--- src/core/cgsc_pkg.sv ---
package cgsc_pkg;

    // ----------------------------------------------------------------
    // Register offsets (hexadecimal byte addresses on the register port)
    // ----------------------------------------------------------------
    localparam logic [7:0] CGSC_ADDR_SERIAL_CFG = 8'h00;
    localparam logic [7:0] CGSC_ADDR_READBACK_SEL = 8'h04;
    localparam logic [7:0] CGSC_ADDR_COMMIT = 8'h05;
    localparam logic [7:0] CGSC_ADDR_CP_CURRENT = 8'h0A;
    localparam logic [7:0] CGSC_ADDR_LOOP_OVR = 8'h0B;
    localparam logic [7:0] CGSC_ADDR_ANTIBACKLASH = 8'h0D;

    // ----------------------------------------------------------------
    // Serial configuration field positions
    // ----------------------------------------------------------------
    localparam int CGSC_CFG_FOUR_WIRE_BIT = 7;
    localparam int CGSC_CFG_LSB_FIRST_BIT = 6;
    localparam int CGSC_CFG_SOFT_RESET_BIT = 5;
    localparam int CGSC_CFG_LONG_INSTR_BIT = 4;
    localparam int CGSC_READBACK_BIT = 0;
    localparam int CGSC_COMMIT_BIT = 0;

    // ----------------------------------------------------------------
    // Loop override register field positions
    // ----------------------------------------------------------------
    localparam int CGSC_OVR_CUR_EN_BIT = 7;
    localparam int CGSC_OVR_ABL_EN_BIT = 6;
    localparam int CGSC_OVR_MODE_HI = 5;
    localparam int CGSC_OVR_MODE_LO = 4;
    localparam int CGSC_OVR_MODE_EN_BIT = 3;
    localparam int CGSC_OVR_FB_EDGE_BIT = 2;
    localparam int CGSC_OVR_REF_EDGE_BIT = 1;
    localparam int CGSC_OVR_VCO_MID_BIT = 0;
    localparam int CGSC_ABL_HI = 7;
    localparam int CGSC_ABL_LO = 6;

    // ----------------------------------------------------------------
    // Reset values
    // ----------------------------------------------------------------
    localparam logic [7:0] CGSC_RST_CP_CURRENT = 8'h80;
    localparam logic [7:0] CGSC_RST_LOOP_OVR = 8'h30;
    localparam logic [7:0] CGSC_RST_ANTIBACKLASH = 8'h00;
    localparam logic [7:0] CGSC_RST_AUTO_CURRENT = 8'h80;
    localparam logic [1:0] CGSC_RST_AUTO_ABL = 2'h0;

    // Charge pump mode encodings
    typedef enum logic [1:0] {
        CGSC_PUMP_TRISTATE = 2'h0,
        CGSC_PUMP_UP = 2'h1,
        CGSC_PUMP_DOWN = 2'h2,
        CGSC_PUMP_NORMAL = 2'h3
    } cgsc_pump_mode_type;

endpackage

--- src/core/cgsc_shadow_reg.sv ---
`timescale 1ns/1ns
`default_nettype none

// Buffered register: host writes land in the pending copy, commit copies
// pending into active. Both copies return to the reset value on any reset.
module cgsc_shadow_reg #(
    parameter int WIDTH = 8,
    parameter logic [WIDTH-1:0] RESET_VALUE = '0
) (
    input wire logic sys_clk_in,
    input wire logic rst_in,
    input wire logic soft_rst_in,
    input wire logic wr_en_in,
    input wire logic [WIDTH-1:0] wr_data_in,
    input wire logic commit_in,
    output logic [WIDTH-1:0] pending_out,
    output logic [WIDTH-1:0] active_out
);

    logic [WIDTH-1:0] pending_reg;
    logic [WIDTH-1:0] active_reg;
    logic [WIDTH-1:0] pending_next;
    logic [WIDTH-1:0] active_next;

    // Commit takes the pending value as it stood before this cycle's write
    assign pending_next = wr_en_in ? wr_data_in : pending_reg;
    assign active_next = commit_in ? pending_reg : active_reg;

    // ----------------------------------------------------------------
    // Storage
    // ----------------------------------------------------------------
    always_ff @(posedge sys_clk_in or posedge rst_in) begin
        if (rst_in) begin
            pending_reg <= RESET_VALUE;
            active_reg <= RESET_VALUE;
        end else if (soft_rst_in) begin
            pending_reg <= RESET_VALUE;
            active_reg <= RESET_VALUE;
        end else begin
            pending_reg <= pending_next;
            active_reg <= active_next;
        end
    end

    assign pending_out = pending_reg;
    assign active_out = active_reg;

endmodule

`default_nettype wire

--- src/core/cgsc_regs.sv ---
// Contract
// - Control bits are active high; addresses are hexadecimal.
// - Serial config bit 7 always reads zero: three-wire mode only.
// - Serial config bit 6 selects LSB-first; zero means MSB-first.
// - Writing serial config bit 5 resets all registers; bit self-clears.
// - Serial config bit 4 always reads one: 16-bit instruction mode.
// - Serial config bits 3:0 mirror bits 7:4.
// - Address 0x04 bit 0 selects active or pending readback of buffered registers.
// - Writing one to 0x05 bit 0 commits all buffered registers; self-clears.
// - Charge pump current defaults 0x80; effective only while 0x0B bit 7 set.
// - 0x0B bit 7 selects automatic or register-defined pump current.
// - 0x0B bit 6 selects automatic or 0x0D[7:6] antibacklash period.
// - Pump mode field 5:4: tristate, up, down, normal; resets to normal.
// - 0x0B bit 3 selects automatic or register-defined pump mode.
// - 0x0B bit 2 selects feedback edge: zero rising, one falling.
// - 0x0B bit 1 selects reference edge: zero rising, one falling.
// - 0x0B bit 0 forces oscillator control voltage to midscale.
`timescale 1ns/1ns
`default_nettype none

module cgsc_regs
    import cgsc_pkg::*;
#(
    parameter int ADDR_WIDTH = 8,
    parameter int DATA_WIDTH = 8
) (
    input wire logic sys_clk_in,
    input wire logic rst_in,
    // Byte-wide register port from the serial framing logic
    input wire logic wr_en_in,
    input wire logic rd_en_in,
    input wire logic [ADDR_WIDTH-1:0] addr_in,
    input wire logic [DATA_WIDTH-1:0] wr_data_in,
    output logic [DATA_WIDTH-1:0] rd_data_out,
    output logic rd_valid_out,
    // Serial framing controls
    output logic lsb_first_out,
    // Automatic settings from the loop controller
    input wire logic [7:0] auto_pump_current_in,
    input wire logic [1:0] auto_pump_mode_in,
    input wire logic [1:0] auto_antibacklash_in,
    // Applied loop controls
    output logic [7:0] pump_current_out,
    output logic [1:0] charge_pump_mode_select_out,
    output logic [1:0] antibacklash_out,
    output logic fb_falling_edge_out,
    output logic ref_falling_edge_out,
    output logic vco_midscale_out,
    output logic soft_reset_pulse_out
);

    // ----------------------------------------------------------------
    // Elaboration checks
    // ----------------------------------------------------------------
    if (DATA_WIDTH != 8) begin : g_bad_data
        $error("cgsc_regs: DATA_WIDTH must be 8");
    end
    if (ADDR_WIDTH < 4 || ADDR_WIDTH > 8) begin : g_bad_addr
        $error("cgsc_regs: ADDR_WIDTH must be 4 to 8");
    end

    // Address compare widened to the package's 8-bit offsets
    function automatic logic addr_hit(input logic [ADDR_WIDTH-1:0] a, input logic [7:0] off);
        logic [7:0] wide;
        wide = 8'(a);
        return wide == off;
    endfunction

    // ----------------------------------------------------------------
    // Decode
    // ----------------------------------------------------------------
    wire logic hit_cfg;
    wire logic hit_rbsel;
    wire logic hit_commit;
    wire logic hit_cur;
    wire logic hit_ovr;
    wire logic hit_abl;
    wire logic wr_cfg;
    wire logic soft_rst;
    wire logic commit;
    wire logic wr_cur;
    wire logic wr_ovr;
    wire logic wr_abl;

    assign hit_cfg = addr_hit(addr_in, CGSC_ADDR_SERIAL_CFG);
    assign hit_rbsel = addr_hit(addr_in, CGSC_ADDR_READBACK_SEL);
    assign hit_commit = addr_hit(addr_in, CGSC_ADDR_COMMIT);
    assign hit_cur = addr_hit(addr_in, CGSC_ADDR_CP_CURRENT);
    assign hit_ovr = addr_hit(addr_in, CGSC_ADDR_LOOP_OVR);
    assign hit_abl = addr_hit(addr_in, CGSC_ADDR_ANTIBACKLASH);

    assign wr_cfg = wr_en_in && hit_cfg;
    // Commit is one cycle wide and never stored, so it reads back as zero
    assign commit = wr_en_in && hit_commit && wr_data_in[CGSC_COMMIT_BIT];
    assign wr_cur = wr_en_in && hit_cur;
    assign wr_ovr = wr_en_in && hit_ovr;
    assign wr_abl = wr_en_in && hit_abl;

    // ----------------------------------------------------------------
    // Plain registers
    // ----------------------------------------------------------------
    logic lsb_first_reg;
    logic lsb_first_next;
    logic readback_pending_reg;
    logic readback_pending_next;
    logic soft_rst_reg;
    logic soft_rst_next;

    assign lsb_first_next = wr_cfg ? wr_data_in[CGSC_CFG_LSB_FIRST_BIT] : lsb_first_reg;
    // Only bit 0 is held; bits 7:1 are never stored
    assign readback_pending_next = (wr_en_in && hit_rbsel)
        ? wr_data_in[CGSC_READBACK_BIT] : readback_pending_reg;
    // A second request while the pulse stands is dropped with the rest of that
    // write, so the pulse never lasts longer than one cycle
    assign soft_rst_next = wr_cfg && wr_data_in[CGSC_CFG_SOFT_RESET_BIT]
        && !soft_rst_reg;
    // The soft reset acts in the cycle after the write; the write's other bits land first and are then cleared
    assign soft_rst = soft_rst_reg;

    // Configuration bits; soft reset returns them to defaults too
    always_ff @(posedge sys_clk_in or posedge rst_in) begin
        if (rst_in) begin
            lsb_first_reg <= 1'b0;
            readback_pending_reg <= 1'b0;
        end else if (soft_rst) begin
            lsb_first_reg <= 1'b0;
            readback_pending_reg <= 1'b0;
        end else begin
            lsb_first_reg <= lsb_first_next;
            readback_pending_reg <= readback_pending_next;
        end
    end

    // Soft reset request, self-clearing after one cycle
    always_ff @(posedge sys_clk_in or posedge rst_in) begin
        if (rst_in) begin
            soft_rst_reg <= 1'b0;
        end else begin
            soft_rst_reg <= soft_rst_next;
        end
    end

    // ----------------------------------------------------------------
    // Buffered loop registers
    // ----------------------------------------------------------------
    logic [7:0] cur_pending;
    logic [7:0] cur_active;
    logic [7:0] ovr_pending;
    logic [7:0] ovr_active;
    logic [7:0] abl_pending;
    logic [7:0] abl_active;
    logic [7:0] abl_wr_data;

    // Only bits 7:6 and bit 0 exist; unused bits are kept zero
    assign abl_wr_data = {wr_data_in[CGSC_ABL_HI:CGSC_ABL_LO], 5'h00, wr_data_in[0]};

    cgsc_shadow_reg #(
        .WIDTH(8),
        .RESET_VALUE(CGSC_RST_CP_CURRENT)
    ) u_cur (
        .sys_clk_in(sys_clk_in),
        .rst_in(rst_in),
        .soft_rst_in(soft_rst),
        .wr_en_in(wr_cur),
        .wr_data_in(wr_data_in),
        .commit_in(commit),
        .pending_out(cur_pending),
        .active_out(cur_active)
    );

    cgsc_shadow_reg #(
        .WIDTH(8),
        .RESET_VALUE(CGSC_RST_LOOP_OVR)
    ) u_ovr (
        .sys_clk_in(sys_clk_in),
        .rst_in(rst_in),
        .soft_rst_in(soft_rst),
        .wr_en_in(wr_ovr),
        .wr_data_in(wr_data_in),
        .commit_in(commit),
        .pending_out(ovr_pending),
        .active_out(ovr_active)
    );

    cgsc_shadow_reg #(
        .WIDTH(8),
        .RESET_VALUE(CGSC_RST_ANTIBACKLASH)
    ) u_abl (
        .sys_clk_in(sys_clk_in),
        .rst_in(rst_in),
        .soft_rst_in(soft_rst),
        .wr_en_in(wr_abl),
        .wr_data_in(abl_wr_data),
        .commit_in(commit),
        .pending_out(abl_pending),
        .active_out(abl_active)
    );

    // ----------------------------------------------------------------
    // Applied loop controls
    // ----------------------------------------------------------------
    wire logic [7:0] cur_sel;
    wire logic [1:0] mode_sel;
    wire logic [1:0] abl_sel;

    // Each override steers the loop only from the active copy, so a half
    // written setting never reaches the analog side before commit
    assign cur_sel = ovr_active[CGSC_OVR_CUR_EN_BIT]
        ? cur_active : auto_pump_current_in;
    assign abl_sel = ovr_active[CGSC_OVR_ABL_EN_BIT]
        ? abl_active[CGSC_ABL_HI:CGSC_ABL_LO] : auto_antibacklash_in;
    assign mode_sel = ovr_active[CGSC_OVR_MODE_EN_BIT]
        ? ovr_active[CGSC_OVR_MODE_HI:CGSC_OVR_MODE_LO] : auto_pump_mode_in;

    logic [7:0] pump_current_reg;
    logic [1:0] pump_mode_reg;
    logic [1:0] antibacklash_reg;
    logic fb_edge_reg;
    logic ref_edge_reg;
    logic vco_mid_reg;

    // Registered so every output comes from a flip-flop. The applied values
    // trail the active copy by one cycle, which the loop side must tolerate;
    // in return no decode path reaches the analog controls directly.

    // Applied pump current: the register value only while its override is set,
    // otherwise the loop's own choice
    always_ff @(posedge sys_clk_in or posedge rst_in) begin
        if (rst_in) begin
            pump_current_reg <= CGSC_RST_AUTO_CURRENT;
        end else begin
            pump_current_reg <= cur_sel;
        end
    end

    // Applied pump mode; resets to normal so the loop runs before any write
    always_ff @(posedge sys_clk_in or posedge rst_in) begin
        if (rst_in) begin
            pump_mode_reg <= CGSC_PUMP_NORMAL;
        end else begin
            pump_mode_reg <= mode_sel;
        end
    end

    // Applied antibacklash period
    always_ff @(posedge sys_clk_in or posedge rst_in) begin
        if (rst_in) begin
            antibacklash_reg <= CGSC_RST_AUTO_ABL;
        end else begin
            antibacklash_reg <= abl_sel;
        end
    end

    // Feedback input edge select: low picks the rising edge
    always_ff @(posedge sys_clk_in or posedge rst_in) begin
        if (rst_in) begin
            fb_edge_reg <= 1'b0;
        end else begin
            fb_edge_reg <= ovr_active[CGSC_OVR_FB_EDGE_BIT];
        end
    end

    // Reference input edge select: low picks the rising edge
    always_ff @(posedge sys_clk_in or posedge rst_in) begin
        if (rst_in) begin
            ref_edge_reg <= 1'b0;
        end else begin
            ref_edge_reg <= ovr_active[CGSC_OVR_REF_EDGE_BIT];
        end
    end

    // Midscale force; cleared by reset so the oscillator starts free
    always_ff @(posedge sys_clk_in or posedge rst_in) begin
        if (rst_in) begin
            vco_mid_reg <= 1'b0;
        end else begin
            vco_mid_reg <= ovr_active[CGSC_OVR_VCO_MID_BIT];
        end
    end

    // ----------------------------------------------------------------
    // Readback
    // ----------------------------------------------------------------
    wire logic [3:0] cfg_upper;
    wire logic [7:0] cfg_read;
    wire logic [7:0] rb_cur;
    wire logic [7:0] rb_ovr;
    wire logic [7:0] rb_abl;
    logic [7:0] rd_mux;

    // Bit 7 forced low, bit 4 forced high, soft reset reads as zero
    assign cfg_upper = {1'b0, lsb_first_reg, 1'b0, 1'b1};
    assign cfg_read = {cfg_upper, cfg_upper};

    assign rb_cur = readback_pending_reg ? cur_pending : cur_active;
    assign rb_ovr = readback_pending_reg ? ovr_pending : ovr_active;
    assign rb_abl = readback_pending_reg ? abl_pending : abl_active;

    // Unmapped addresses read as zero
    always_comb begin
        rd_mux = 8'h00;
        if (hit_cfg) begin
            rd_mux = cfg_read;
        end else if (hit_rbsel) begin
            rd_mux = {7'h00, readback_pending_reg};
        end else if (hit_commit) begin
            rd_mux = 8'h00;
        end else if (hit_cur) begin
            rd_mux = rb_cur;
        end else if (hit_ovr) begin
            rd_mux = rb_ovr;
        end else if (hit_abl) begin
            rd_mux = rb_abl;
        end
    end

    logic [7:0] rd_data_reg;
    logic rd_valid_reg;

    // Read data registered one cycle after the strobe
    always_ff @(posedge sys_clk_in or posedge rst_in) begin
        if (rst_in) begin
            rd_data_reg <= 8'h00;
            rd_valid_reg <= 1'b0;
        end else begin
            rd_data_reg <= rd_en_in ? rd_mux : rd_data_reg;
            rd_valid_reg <= rd_en_in;
        end
    end

    assign rd_data_out = rd_data_reg;
    assign rd_valid_out = rd_valid_reg;
    assign lsb_first_out = lsb_first_reg;
    assign pump_current_out = pump_current_reg;
    assign charge_pump_mode_select_out = pump_mode_reg;
    assign antibacklash_out = antibacklash_reg;
    assign fb_falling_edge_out = fb_edge_reg;
    assign ref_falling_edge_out = ref_edge_reg;
    assign vco_midscale_out = vco_mid_reg;
    assign soft_reset_pulse_out = soft_rst_reg;

endmodule

`default_nettype wire

--- config.mk ---
export PLATFORM = sky130hd
export DESIGN_NAME = cgsc_regs
export DESIGN_NICKNAME = d
export VERILOG_FILES = /design/src/core/cgsc_pkg.sv /design/src/core/cgsc_shadow_reg.sv /design/src/core/cgsc_regs.sv
export SDC_FILE = /design/constraint.sdc
export NUM_CORES = 1
export LEC_CHECK = 0
export BUFFER_PORTS_ARGS = -buffer_cell sky130_fd_sc_hd__buf_2
export CAP_MARGIN = 20
export CELL_PAD_IN_SITES_DETAIL_PLACEMENT = 1
export CELL_PAD_IN_SITES_GLOBAL_PLACEMENT = 1
export CORE_MARGIN = 1.5
export CORE_UTILIZATION = 43
export CTS_CLUSTER_SIZE = 24
export DETAILED_ROUTE_END_ITERATION = 16
export HOLD_SLACK_MARGIN = 0.15
export MAX_ROUTING_LAYER = met4
export PLACE_DENSITY = 0.77
export SYNTH_ARGS = -nofsm -noshare
export SYNTH_HDL_FRONTEND = slang
export SYNTH_SLANG_ARGS = --single-unit
--- constraint.sdc ---
create_clock -name sys_clk_in -period 2.03 [get_ports sys_clk_in]
set_input_delay 0.1015 -clock sys_clk_in [delete_from_list [all_inputs] [get_ports sys_clk_in]]
set_output_delay 0.1015 -clock sys_clk_in [all_outputs]
set_load 0.005 [all_outputs]
* After elaboration in Yosys (flattened, before gate mapping)
Index checks and enable logic that the tools add are counted.
Operators by class: eq/ne operators 5, mux-type cells 28, reduce and logical (&&, ||, !) cells 17
Operators by type and width (count):
- 8-bit two-way mux | 22
- 8-bit by 4-bit == test with 1-bit output, second input constant | 3
- 8-bit by 3-bit == test with 1-bit output, second input constant | 2
- 2-bit nonzero test | 6
- 1-bit logical AND | 9
- 8-bit zero test | 1
- 1-bit two-way mux | 4
- 2-bit two-way mux | 2
- 1-bit zero test | 1
Word-level totals: bits in registers 75, logic and storage cells 67

* Logic depth before layout (Yosys ltp)
Gate-level depths: netlist (run 1).
word-level depth 7, mapped depth 7, mapped depth without buffers 4

* Hierarchy
A second synthesis (run 1) with hierarchy kept.
Second synthesis, totals: cells, all modules 307, area total of the unflattened synthesis 3558.4 µm²
Modules (own cells, without submodules):
- cgsc_regs | instances 1, cells an instance 148, area an instance 1551.5 µm²
- cgsc_shadow_reg (u_ovr) | instances 1, cells an instance 53, area an instance 676.9 µm²
- cgsc_shadow_reg (u_cur) | instances 1, cells an instance 53, area an instance 666.9 µm²
- cgsc_shadow_reg (u_abl) | instances 1, cells an instance 53, area an instance 663.1 µm²

* Worst setup path after synthesis (run 1)
No wires, ideal clock.
kind in2reg, from in addr_in[5], to reg u_cur.active_reg[7], in the netlist u_cur.active_out[7], data arrival time 1.826 ns, data required time 1.948 ns, path slack 0.122 ns, stages on the path 6, path buffers 3, path through or4_4 buf_6 or4_4 buf_6 buf_6 a211o_1
On the way: word-level cells in the longest chain between the ends 4
RTL lines:
- start: declaration | line cgsc_regs.sv:32 | input wire logic [ADDR_WIDTH-1:0] addr_in,
- 8-bit by 3-bit == test with 1-bit output | line cgsc_regs.sv:66 | return wide == off;
- 1-bit logical AND (2 in a row) | line cgsc_regs.sv:94 | assign commit = wr_en_in && hit_commit && wr_data_in[CGSC_COMMIT_BIT];
- 2-bit nonzero test (no source line)
- end signal: assignment | line cgsc_shadow_reg.sv:41 | active_reg <= active_next;
- end: declaration | line cgsc_shadow_reg.sv:21 | logic [WIDTH-1:0] active_reg;
No other way between the ends. A chain may end at the register's enable or synchronous reset.

* Worst setup path after layout (run 1)
from in addr_in[3], to reg u_ovr.active_reg[4], in the netlist u_ovr.active_out[4]
On the way: word-level cells in the longest chain between the ends 4
RTL lines (line):
- 8-bit by 3-bit == test with 1-bit output | cgsc_regs.sv:66
- 1-bit logical AND (2 in a row) | cgsc_regs.sv:94
- 2-bit nonzero test (no source line)
- end signal: assignment | cgsc_shadow_reg.sv:41
- end: declaration | cgsc_shadow_reg.sv:21
No other way between the ends.

==> results.py, run 1 <==
metrics = {
    "run_status": {
        "outcome": "finished, final reports clean",
    },
    "logic_synthesis": {
        "synth_seq_area_share": 0.546,
        "synth_fp_nets": 286,
        "yosysTopAreaCellShare": 0.467,
        "synthXorXnorAreaFrac": 0,
        "syn_inst": 254,
        "synth-simple-area-share": 0.131,
        "syn-cell-area_sq_mm": 0.00300,
        "synth-seq-cells": 65,
        "synth_top_area_cell": "dfrtp_1",
        "synth_warnings": 0,
        "synth.area.top_cells": "dfrtp_1 (47%), mux2i_1 (14%), dfstp_2 (7.9%)",
        "syn_avg_cell_area_sq_um": 11.8,
        "synthFlopType": "dfrtp_1",
        "synthArstFlopShare": 1.00,
        "synthMuxAreaShare": 0.223,
        "synth_fa_ha_area_frac": 0,
        "synth-compound-area-share": 0.0576,
        "synth_edf_count": 0,
        "synth_top_family_by_area": "multiplexers",
        "yosysUniqueCellTypes": 31,
    },
    "clocking": {
        "clk_latency_ns": 0.35,
        "postCtsSetupRepairBufs": 0,
        "htree_levels": 3,
        "cts_tree": "done",
        "cts-root-buf": "clkbuf_8",
        "clockBufferDepth": 2,
        "cts_sinks": 65,
        "clk_pin_slew_ns": 0.07,
        "cts_buffers": 9,
    },
    "placement": {
        "dpl_cell_area_sq_mm": 0.00340,
        "portBuffers": 57,
        "dp_hpwl_microns": 4900,
        "gp_congestion": 0.820,
        "place_inst": 388,
    },
    "floorplanning": {
        "die_area_sq_mm": 0.00748,
        "ios": 58,
        "num_rows": 30,
        "start_util": 0.444,
        "fp.dieW_microns": 86.5,
        "fp.dieH_microns": 86.5,
        "core-area_sq_mm": 0.00676,
    },
    "timing": {
        "rsz0062_at_grt": "no",
        "tightestPinTransition_ns": 0.451,
        "maxClockFrequency_mhz": 525,
        "slew_viol_final": 0,
        "slew_headroom": 0.699,
        "setup_viol": 0,
        "timing.setup.tns_ns": 0,
        "fin_skew_ns": 0.00878,
        "period_share": 0.939,
        "finalHoldViolCount": 0,
        "fin_crit_ns": 1.91,
    },
    "power_and_ir_drop": {
        "combPwrFrac": 0.086,
        "seqPwrFrac": 0.489,
        "p_clk_frac": 0.425,
        "leakagePower_nw": 1.91,
        "power.density_mw_per_mm2": 730,
        "power.net_switching_mw": 0.647,
        "power.internal_mw": 2.17,
        "vdd_drop_max_mv": 0.318,
        "swShare": 0.230,
    },
    "worst_hold_path": {
        "hold_depth": 4,
        "worstHoldStart": "addr_in[2]",
        "hold_end": "rd_data_out[0]",
        "hold_path.class": "in2reg",
    },
    "final_layout": {
        "layout_commonest_cell": "buf_2",
        "final_cells": 428,
        "design_area_sq_mm": 0.00385,
        "nets": 375,
        "antenna_cells": 0,
        "drive_above_1_share": 0.336,
        "area_delta_synth_final_pct": 28.5,
        "fillers": 745,
        "final_cell_mix": "buf_2 (57), dfrtp_1 (56), nor2_1 (44), mux2i_1 (40), dlygate4sd3_1 (24)",
        "finish.utilization": 0.570,
    },
    "setup_path": {
        "arrival_ns": 2.18,
        "cp_data_required_time_ns": 2.30,
        "timing.reg2reg.setup_slack_ns": 0.52,
        "r2r-end": "rd_data_out[2]",
        "r2r_start": "readback_pending_reg",
        "r2r_cells": 4,
        "start_kind": "input port",
        "crit_type": "in2reg",
        "cp_max_fo": 22,
        "end_kind": "flop",
    },
    "global_routing": {
        "grt_pass1_wl_microns": 12400,
        "first_global_vias": 2463,
        "grt_util_all_layers": 0.231,
        "grt_max_degree": 66,
        "grt_antenna_before_repair": 0,
        "grt.overflow.total": 0,
    },
    "drt": {
        "route.detailed.drc": 0,
        "drtAntennaViolNets": 0,
        "drtIter0Drc": 115,
        "viasPerCell": 5.38,
        "wl_per_cell_microns": 17.6,
        "drt-total-wl_microns": 7530,
        "dr.pass1.iters": 4,
        "vias": 2301,
    },
    "run": {
        "drv_cap": 0,
    },
}
[worst max-delay path by stage]
stage                     cells past startpoint                  end  slack [ns]        from
after CTS                                     5  u_ovr.active_out[4]        0.07  addr_in[3]
after detailed placement                      4  u_ovr.active_out[4]        0.08  addr_in[5]
after global placement                        4  u_cur.active_out[7]        0.11  addr_in[5]
after global routing                          6  u_cur.active_out[6]        0.07  addr_in[3]
final                                         5  u_ovr.active_out[4]        0.12  addr_in[3]
after floorplan                               6  u_cur.active_out[7]        0.12  addr_in[5]
[worst max-delay path: stages]
cell,delay [ns]
dlygate4sd3_1,0.54
buf_2,0.16
or2_4,0.27
or4_4,0.72
a211o_1,0.37
[stage by stage]
step / power, mW / hold WS [ns] / setup slack (ns)
after floorplan: 1.50 / 0.133 / 0.122
after global placement: 1.59 / 0.196 / 0.108
after detailed placement: 1.61 / 0.204 / 0.0752
after CTS: 2.84 / 0.159 / 0.0686
after global routing: 2.93 / 0.177 / 0.0745
final: 2.81 / 0.170 / 0.124
[metal layers]
| layer | track usage | share of wire | vias to the layer above |
|---|---|---|---|
| met4 | 0.101 | 0.023 | 0 |
| met5 | - | 0 | - |
| met1 | 0.276 | 0.44 | 1171 |
| met3 | 0.0381 | 0.030 | 14 |
| li1 | - | - | 1068 |
| met2 | 0.387 | 0.51 | 48 |
[power groups by stage]
stage,Combinational (mW),Sequential [mW],Clock (mW)
final,0.243,1.38,1.19
after global routing,0.268,1.38,1.28
after CTS,0.243,1.38,1.22
after detailed placement,0.207,1.40,0
after global placement,0.199,1.40,0
after floorplan,0.111,1.39,0
[area by class of cell]
cell class,instances,area (sq um),share of cell area
repair buffers,93,628,0.163
multi-input cells,164,1240,0.323
clock inverters,3,67.6,0.0175
flip-flops and latches,65,1640,0.425
well taps,80,100,0.0260
inverters,10,37.5,0.00974
clock buffers,13,139,0.0361
[kinds of logic after synthesis]
| group | count (synthesis) |
|---|---|
| DFF | 65 |
| and+or+nand+nor | 78 |
| buffers and inverters | 25 |
| muxes | 59 |
| AOI/OAI and AO/OA | 27 |
[cells in the mapped netlist, types with 3 or more instances]
cell type / instances
a211o_1: 6
a21oi_1: 8
a31oi_1: 3
buf_1: 3
buf_6: 4
clkbuf_1: 8
dfrtp_1: 56
dfstp_2: 9
inv_1: 10
mux2_2: 13
mux2i_1: 41
mux4_2: 5
nand2_1: 5
nand3b_1: 3
nand4_1: 3
nor2_1: 44
nor2b_1: 5
nor4_1: 3
o21ai_0: 5
o22ai_1: 3
[repair_timing]
item | in CTS | in global routing
hold buffers | 24 | 0
endpoints found under the setup margin | 0 | 1
resized for setup | 0 | 2
hold endpoints to repair | 101 | 0
(Power assumes the default switching activity.)
==> run 2: changes to the inputs <==
--- a/config.mk
+++ b/config.mk
@@ -16,6 +16,7 @@
 export HOLD_SLACK_MARGIN = 0.15
 export MAX_ROUTING_LAYER = met4
 export PLACE_DENSITY = 0.77
+export RECOVER_POWER = 25
 export SYNTH_ARGS = -nofsm -noshare
 export SYNTH_HDL_FRONTEND = slang
 export SYNTH_SLANG_ARGS = --single-unit
==> results.py, run 2 (synthesis gave the netlist of run 1 again) <==
metrics = {
    "power_and_ir_drop": {
        "leakagePower_nw": 1.91,
        "vdd_drop_max_mv": 0.317,
        "total_power_mw": 2.81,
        "power.density_mw_per_mm2": 732,
    },
    "placement": {
        "dp_slack_ns": 0.0752,
        "gp_congestion": 0.820,
        "dpl_cell_area_sq_mm": 0.00340,
        "portBuffers": 57,
        "dp_hpwl_microns": 4900,
        "place_inst": 388,
    },
    "setup_path": {
        "r2r-end": "rd_data_out[2]",
        "arrival_ns": 2.18,
        "worstSetupStartpoint": "addr_in[3]",
        "timing.reg2reg.setup_slack_ns": 0.50,
        "start_kind": "input port",
        "cp_max_fo": 22,
        "crit_end": "u_ovr.active_out[4]",
        "end_kind": "flop",
        "r2r_start": "readback_pending_reg",
        "crit_type": "in2reg",
        "r2r_cells": 4,
        "cp_data_required_time_ns": 2.30,
    },
    "clocking": {
        "cts_buffers": 9,
        "clk_latency_ns": 0.35,
        "htree_levels": 3,
        "clk_pin_slew_ns": 0.07,
        "postCtsSetupRepairBufs": 0,
        "clockBufferDepth": 2,
        "cts_tree": "done",
        "cts-root-buf": "clkbuf_8",
        "cts_sinks": 65,
    },
    "drt": {
        "wl_met3_microns": 294,
        "drtAntennaViolNets": 0,
        "drtIter0Drc": 115,
        "dr.pass1.iters": 5,
        "viasPerCell": 5.39,
        "wl_met1_microns": 3200,
        "drt-total-wl_microns": 7520,
        "vias": 2307,
        "top_layer": "met4",
        "wl_per_cell_microns": 17.6,
        "route.detailed.drc": 0,
        "dr_wl_met2_microns": 3840,
    },
    "timing": {
        "timing.setup.tns_ns": 0,
        "setup_viol": 0,
        "slew_headroom": 0.0305,
        "finalHoldViolCount": 0,
        "rsz0062_at_grt": "no",
        "maxClockFrequency_mhz": 526,
        "tightestPinTransition_ns": 1.45,
        "worst_hold_slack_ns": 0.170,
        "fin_ws_ns": 0.128,
        "fin_skew_ns": 0.00854,
        "period_share": 0.937,
        "slew_viol_final": 0,
        "fin_crit_ns": 1.90,
    },
    "global_routing": {
        "grt_util_all_layers": 0.231,
        "grt.overflow.total": 0,
        "first_global_vias": 2463,
        "grt_antenna_before_repair": 0,
        "grt_pass1_wl_microns": 12400,
        "grt_max_degree": 66,
    },
    "floorplanning": {
        "die_area_sq_mm": 0.00748,
        "core-area_sq_mm": 0.00676,
        "fp.dieH_microns": 86.5,
        "fp.dieW_microns": 86.5,
        "start_util": 0.444,
        "num_rows": 30,
        "ios": 58,
    },
    "run_status": {
        "outcome": "finished, final reports clean",
    },
    "final_layout": {
        "nets": 375,
        "final_cell_mix": "buf_2 (57), dfrtp_1 (56), nor2_1 (44), mux2i_1 (40), dlygate4sd3_1 (24)",
        "drive_above_1_share": 0.330,
        "layout_commonest_cell": "buf_2",
        "area_delta_synth_final_pct": 28.0,
        "antenna_cells": 0,
        "design_area_sq_mm": 0.00384,
        "finish.utilization": 0.568,
        "final_cells": 428,
    },
    "run": {
        "drv_cap": 0,
    },
    "worst_hold_path": {
        "worstHoldStart": "addr_in[2]",
        "hold_path.class": "in2reg",
    },
}
[run 2: cell types whose count changed in the layout (fill, tap and decap cells not counted), sizes merged]
cell    previous run  this run
clkbuf            13        14
buf               69        68
[run 2: power by group]
group / internal [mW] / switching, mW / total, mW
Combinational: 0.120 / 0.118 / 0.238
Clock: 0.694 / 0.498 / 1.19
Sequential: 1.35 / 0.0275 / 1.38
Total: 2.16 / 0.644 / 2.81
[run 2: per-layer routing]
layer  up-vias  track usage
met5         -            -
met4         0        0.101
met3        13       0.0381
met2        55        0.387
met1      1172        0.276
li1       1067            -
[run 2: worst min-delay path by stage]
stage	to	slack [ns]	depth (start not counted)
CTS	rd_data_out[0]	0.16	4
finish	rd_data_out[0]	0.17	4
detailed placement	rd_data_out[7]	0.20	3
floorplan	rd_valid_out	0.13	0
global placement	rd_data_out[7]	0.20	3
global route	soft_reset_pulse_out	0.18	3
[run 2: layout make-up]
type	count	area [sq um]
Inverter	10	37.5
Fill cell	748	2920
Tap cell	80	100
Sequential cell	65	1640
Timing Repair Buffer	93	612
Clock buffer	13	139
Clock inverter	3	67.6
Multi-Input combinational cell	164	1240
[run 2: critical path, cell delays in order]
cell,delay (ns)
dlygate4sd3_1,0.53
buf_2,0.16
or2_4,0.27
or4_4,0.72
a211o_1,0.37
[run 2: repair_timing]
| action | in CTS | in global routing |
|---|---|---|
| hold buffers | 24 | 0 |
| gates resized for setup | 0 | 2 |
| setup endpoints to repair | 0 | 1 |
| hold endpoints to repair | 101 | 0 |
==> run 3: changes to the inputs <==
--- a/config.mk
+++ b/config.mk
@@ -16,7 +16,7 @@
 export HOLD_SLACK_MARGIN = 0.15
 export MAX_ROUTING_LAYER = met4
 export PLACE_DENSITY = 0.77
-export RECOVER_POWER = 25
+export RECOVER_POWER = 100
 export SYNTH_ARGS = -nofsm -noshare
 export SYNTH_HDL_FRONTEND = slang
 export SYNTH_SLANG_ARGS = --single-unit
==> results.py, run 3 (synthesis gave the netlist of run 1 again) <==
metrics = {
    "floorplanning": {
        "fp.dieH_microns": 86.5,
        "die_area_sq_mm": 0.00748,
        "num_rows": 30,
        "ios": 58,
        "start_util": 0.444,
        "fp.dieW_microns": 86.5,
        "core-area_sq_mm": 0.00676,
    },
    "power_and_ir_drop": {
        "leakagePower_nw": 1.86,
        "power.density_mw_per_mm2": 740,
        "combPwrFrac": 0.083,
        "p_clk_frac": 0.425,
        "seqPwrFrac": 0.492,
        "swShare": 0.228,
        "vdd_drop_max_mv": 0.313,
        "power.internal_mw": 2.16,
        "power.net_switching_mw": 0.638,
    },
    "placement": {
        "dpl_cell_area_sq_mm": 0.00340,
        "gp_congestion": 0.820,
        "portBuffers": 57,
        "dp_hpwl_microns": 4900,
        "place_inst": 388,
    },
    "final_layout": {
        "layout_commonest_cell": "dfrtp_1",
        "final_cell_mix": "dfrtp_1 (56), buf_2 (47), nor2_1 (44), mux2i_1 (41), dlygate4sd3_1 (24)",
        "nets": 375,
        "final_cells": 428,
        "antenna_cells": 0,
        "drive_above_1_share": 0.282,
        "area_delta_synth_final_pct": 26.0,
        "design_area_sq_mm": 0.00378,
    },
    "timing": {
        "fin_crit_ns": 1.94,
        "slew_headroom": 0.0305,
        "period_share": 0.953,
        "rsz0062_at_grt": "no",
        "maxClockFrequency_mhz": 517,
        "slew_viol_final": 0,
        "timing.setup.tns_ns": 0,
        "fin_skew_ns": 0.00819,
        "setup_viol": 0,
        "tightestPinTransition_ns": 1.45,
        "finalHoldViolCount": 0,
    },
    "clocking": {
        "htree_levels": 3,
        "cts_buffers": 9,
        "cts_tree": "done",
        "cts_sinks": 65,
        "clockBufferDepth": 2,
        "postCtsSetupRepairBufs": 0,
        "clk_latency_ns": 0.35,
        "clk_pin_slew_ns": 0.07,
        "cts-root-buf": "clkbuf_8",
    },
    "global_routing": {
        "grt.overflow.total": 0,
        "grt_antenna_before_repair": 0,
        "grt_max_degree": 66,
        "first_global_vias": 2463,
        "grt_pass1_wl_microns": 12400,
        "grt_util_all_layers": 0.231,
    },
    "setup_path": {
        "cp_max_fo": 10,
        "start_kind": "flop",
        "r2r_start": "readback_pending_reg",
        "end_kind": "flop",
        "cp_data_required_time_ns": 2.21,
        "r2r_cells": 4,
        "worstSetupStartpoint": "readback_pending_reg",
        "crit_type": "reg2reg",
        "arrival_ns": 2.12,
        "r2r-end": "rd_data_out[2]",
        "timing.reg2reg.setup_slack_ns": 0.09,
    },
    "worst_hold_path": {
        "hold_end": "rd_data_out[0]",
        "hold_path.class": "in2reg",
        "worstHoldStart": "addr_in[2]",
        "hold_depth": 4,
    },
    "drt": {
        "wl_per_cell_microns": 17.6,
        "viasPerCell": 5.36,
        "dr.pass1.iters": 4,
        "route.detailed.drc": 0,
        "drt-total-wl_microns": 7540,
        "vias": 2294,
        "drtAntennaViolNets": 0,
        "drtIter0Drc": 121,
    },
    "run_status": {
        "outcome": "finished, final reports clean",
    },
    "run": {
        "drv_cap": 0,
    },
}
-- run 3: cell types whose count changed in the layout (fill, tap and decap cells not counted), sizes merged --
| cell | before | now |
|---|---|---|
| buf | 68 | 51 |
| clkbuf | 14 | 31 |
-- run 3: through the flow --
stage	utilization	power, mW	setup slack [ns]	hold WS, ns
global route	0.559	2.92	0.0388	0.177
finish	0.559	2.80	0.0950	0.172
CTS	0.569	2.84	0.0686	0.159
global placement	0.503	1.59	0.108	0.196
floorplan	-	1.50	0.122	0.133
detailed placement	0.503	1.61	0.0752	0.204
-- run 3: critical path, cell delays in order, from the launching register on --
cell and delay, ns:
dfrtp_1 0.36, clkbuf_1 0.55, mux4_2 0.65, nand4_1 0.13, a31oi_1 0.09
-- run 3: repair_timing --
item,in CTS,in global routing
setup endpoints to repair,0,1
hold buffers,24,0
endpoints found under the hold margin,101,0
gates resized for setup,0,2
-- run 3: worst max-delay path by stage --
stage | slack, ns | cells after the start | end
2_1_floorplan | 0.12 | 6 | u_cur.active_out[7]
3_3_place_gp | 0.11 | 4 | u_cur.active_out[7]
3_5_place_dp | 0.08 | 4 | u_ovr.active_out[4]
4_1_cts | 0.07 | 5 | u_ovr.active_out[4]
5_1_grt | 0.04 | 4 | rd_data_out[2]
6_report | 0.09 | 4 | rd_data_out[2]
-- run 3: layout make-up --
type                    instances  area [sq um]
multi-input cells             164          1220
fillers                       759          2980
flip-flops and latches         65          1640
well taps                      80           100
clock inverters                 3          67.6
inverters                      10          37.5
repair buffers                 93           577
clock buffers                  13           139
-- run 3: power by group through the flow --
stage / Sequential (mW) / Combinational (mW) / Clock, mW
floorplan: 1.39 / 0.111 / 0
global placement: 1.40 / 0.199 / 0
detailed placement: 1.40 / 0.207 / 0
CTS: 1.38 / 0.243 / 1.22
global route: 1.38 / 0.258 / 1.28
finish: 1.38 / 0.233 / 1.19
-- run 3: routing by layer --
layer | part of all wire | vias up | track usage | wire length, microns
met5 | 0 | - | - | 0
met4 | 0.022 | 0 | 0.101 | 163
met2 | 0.51 | 50 | 0.387 | 3840
met3 | 0.037 | 14 | 0.0381 | 276
li1 | - | 1069 | - | -
met1 | 0.43 | 1161 | 0.276 | 3250
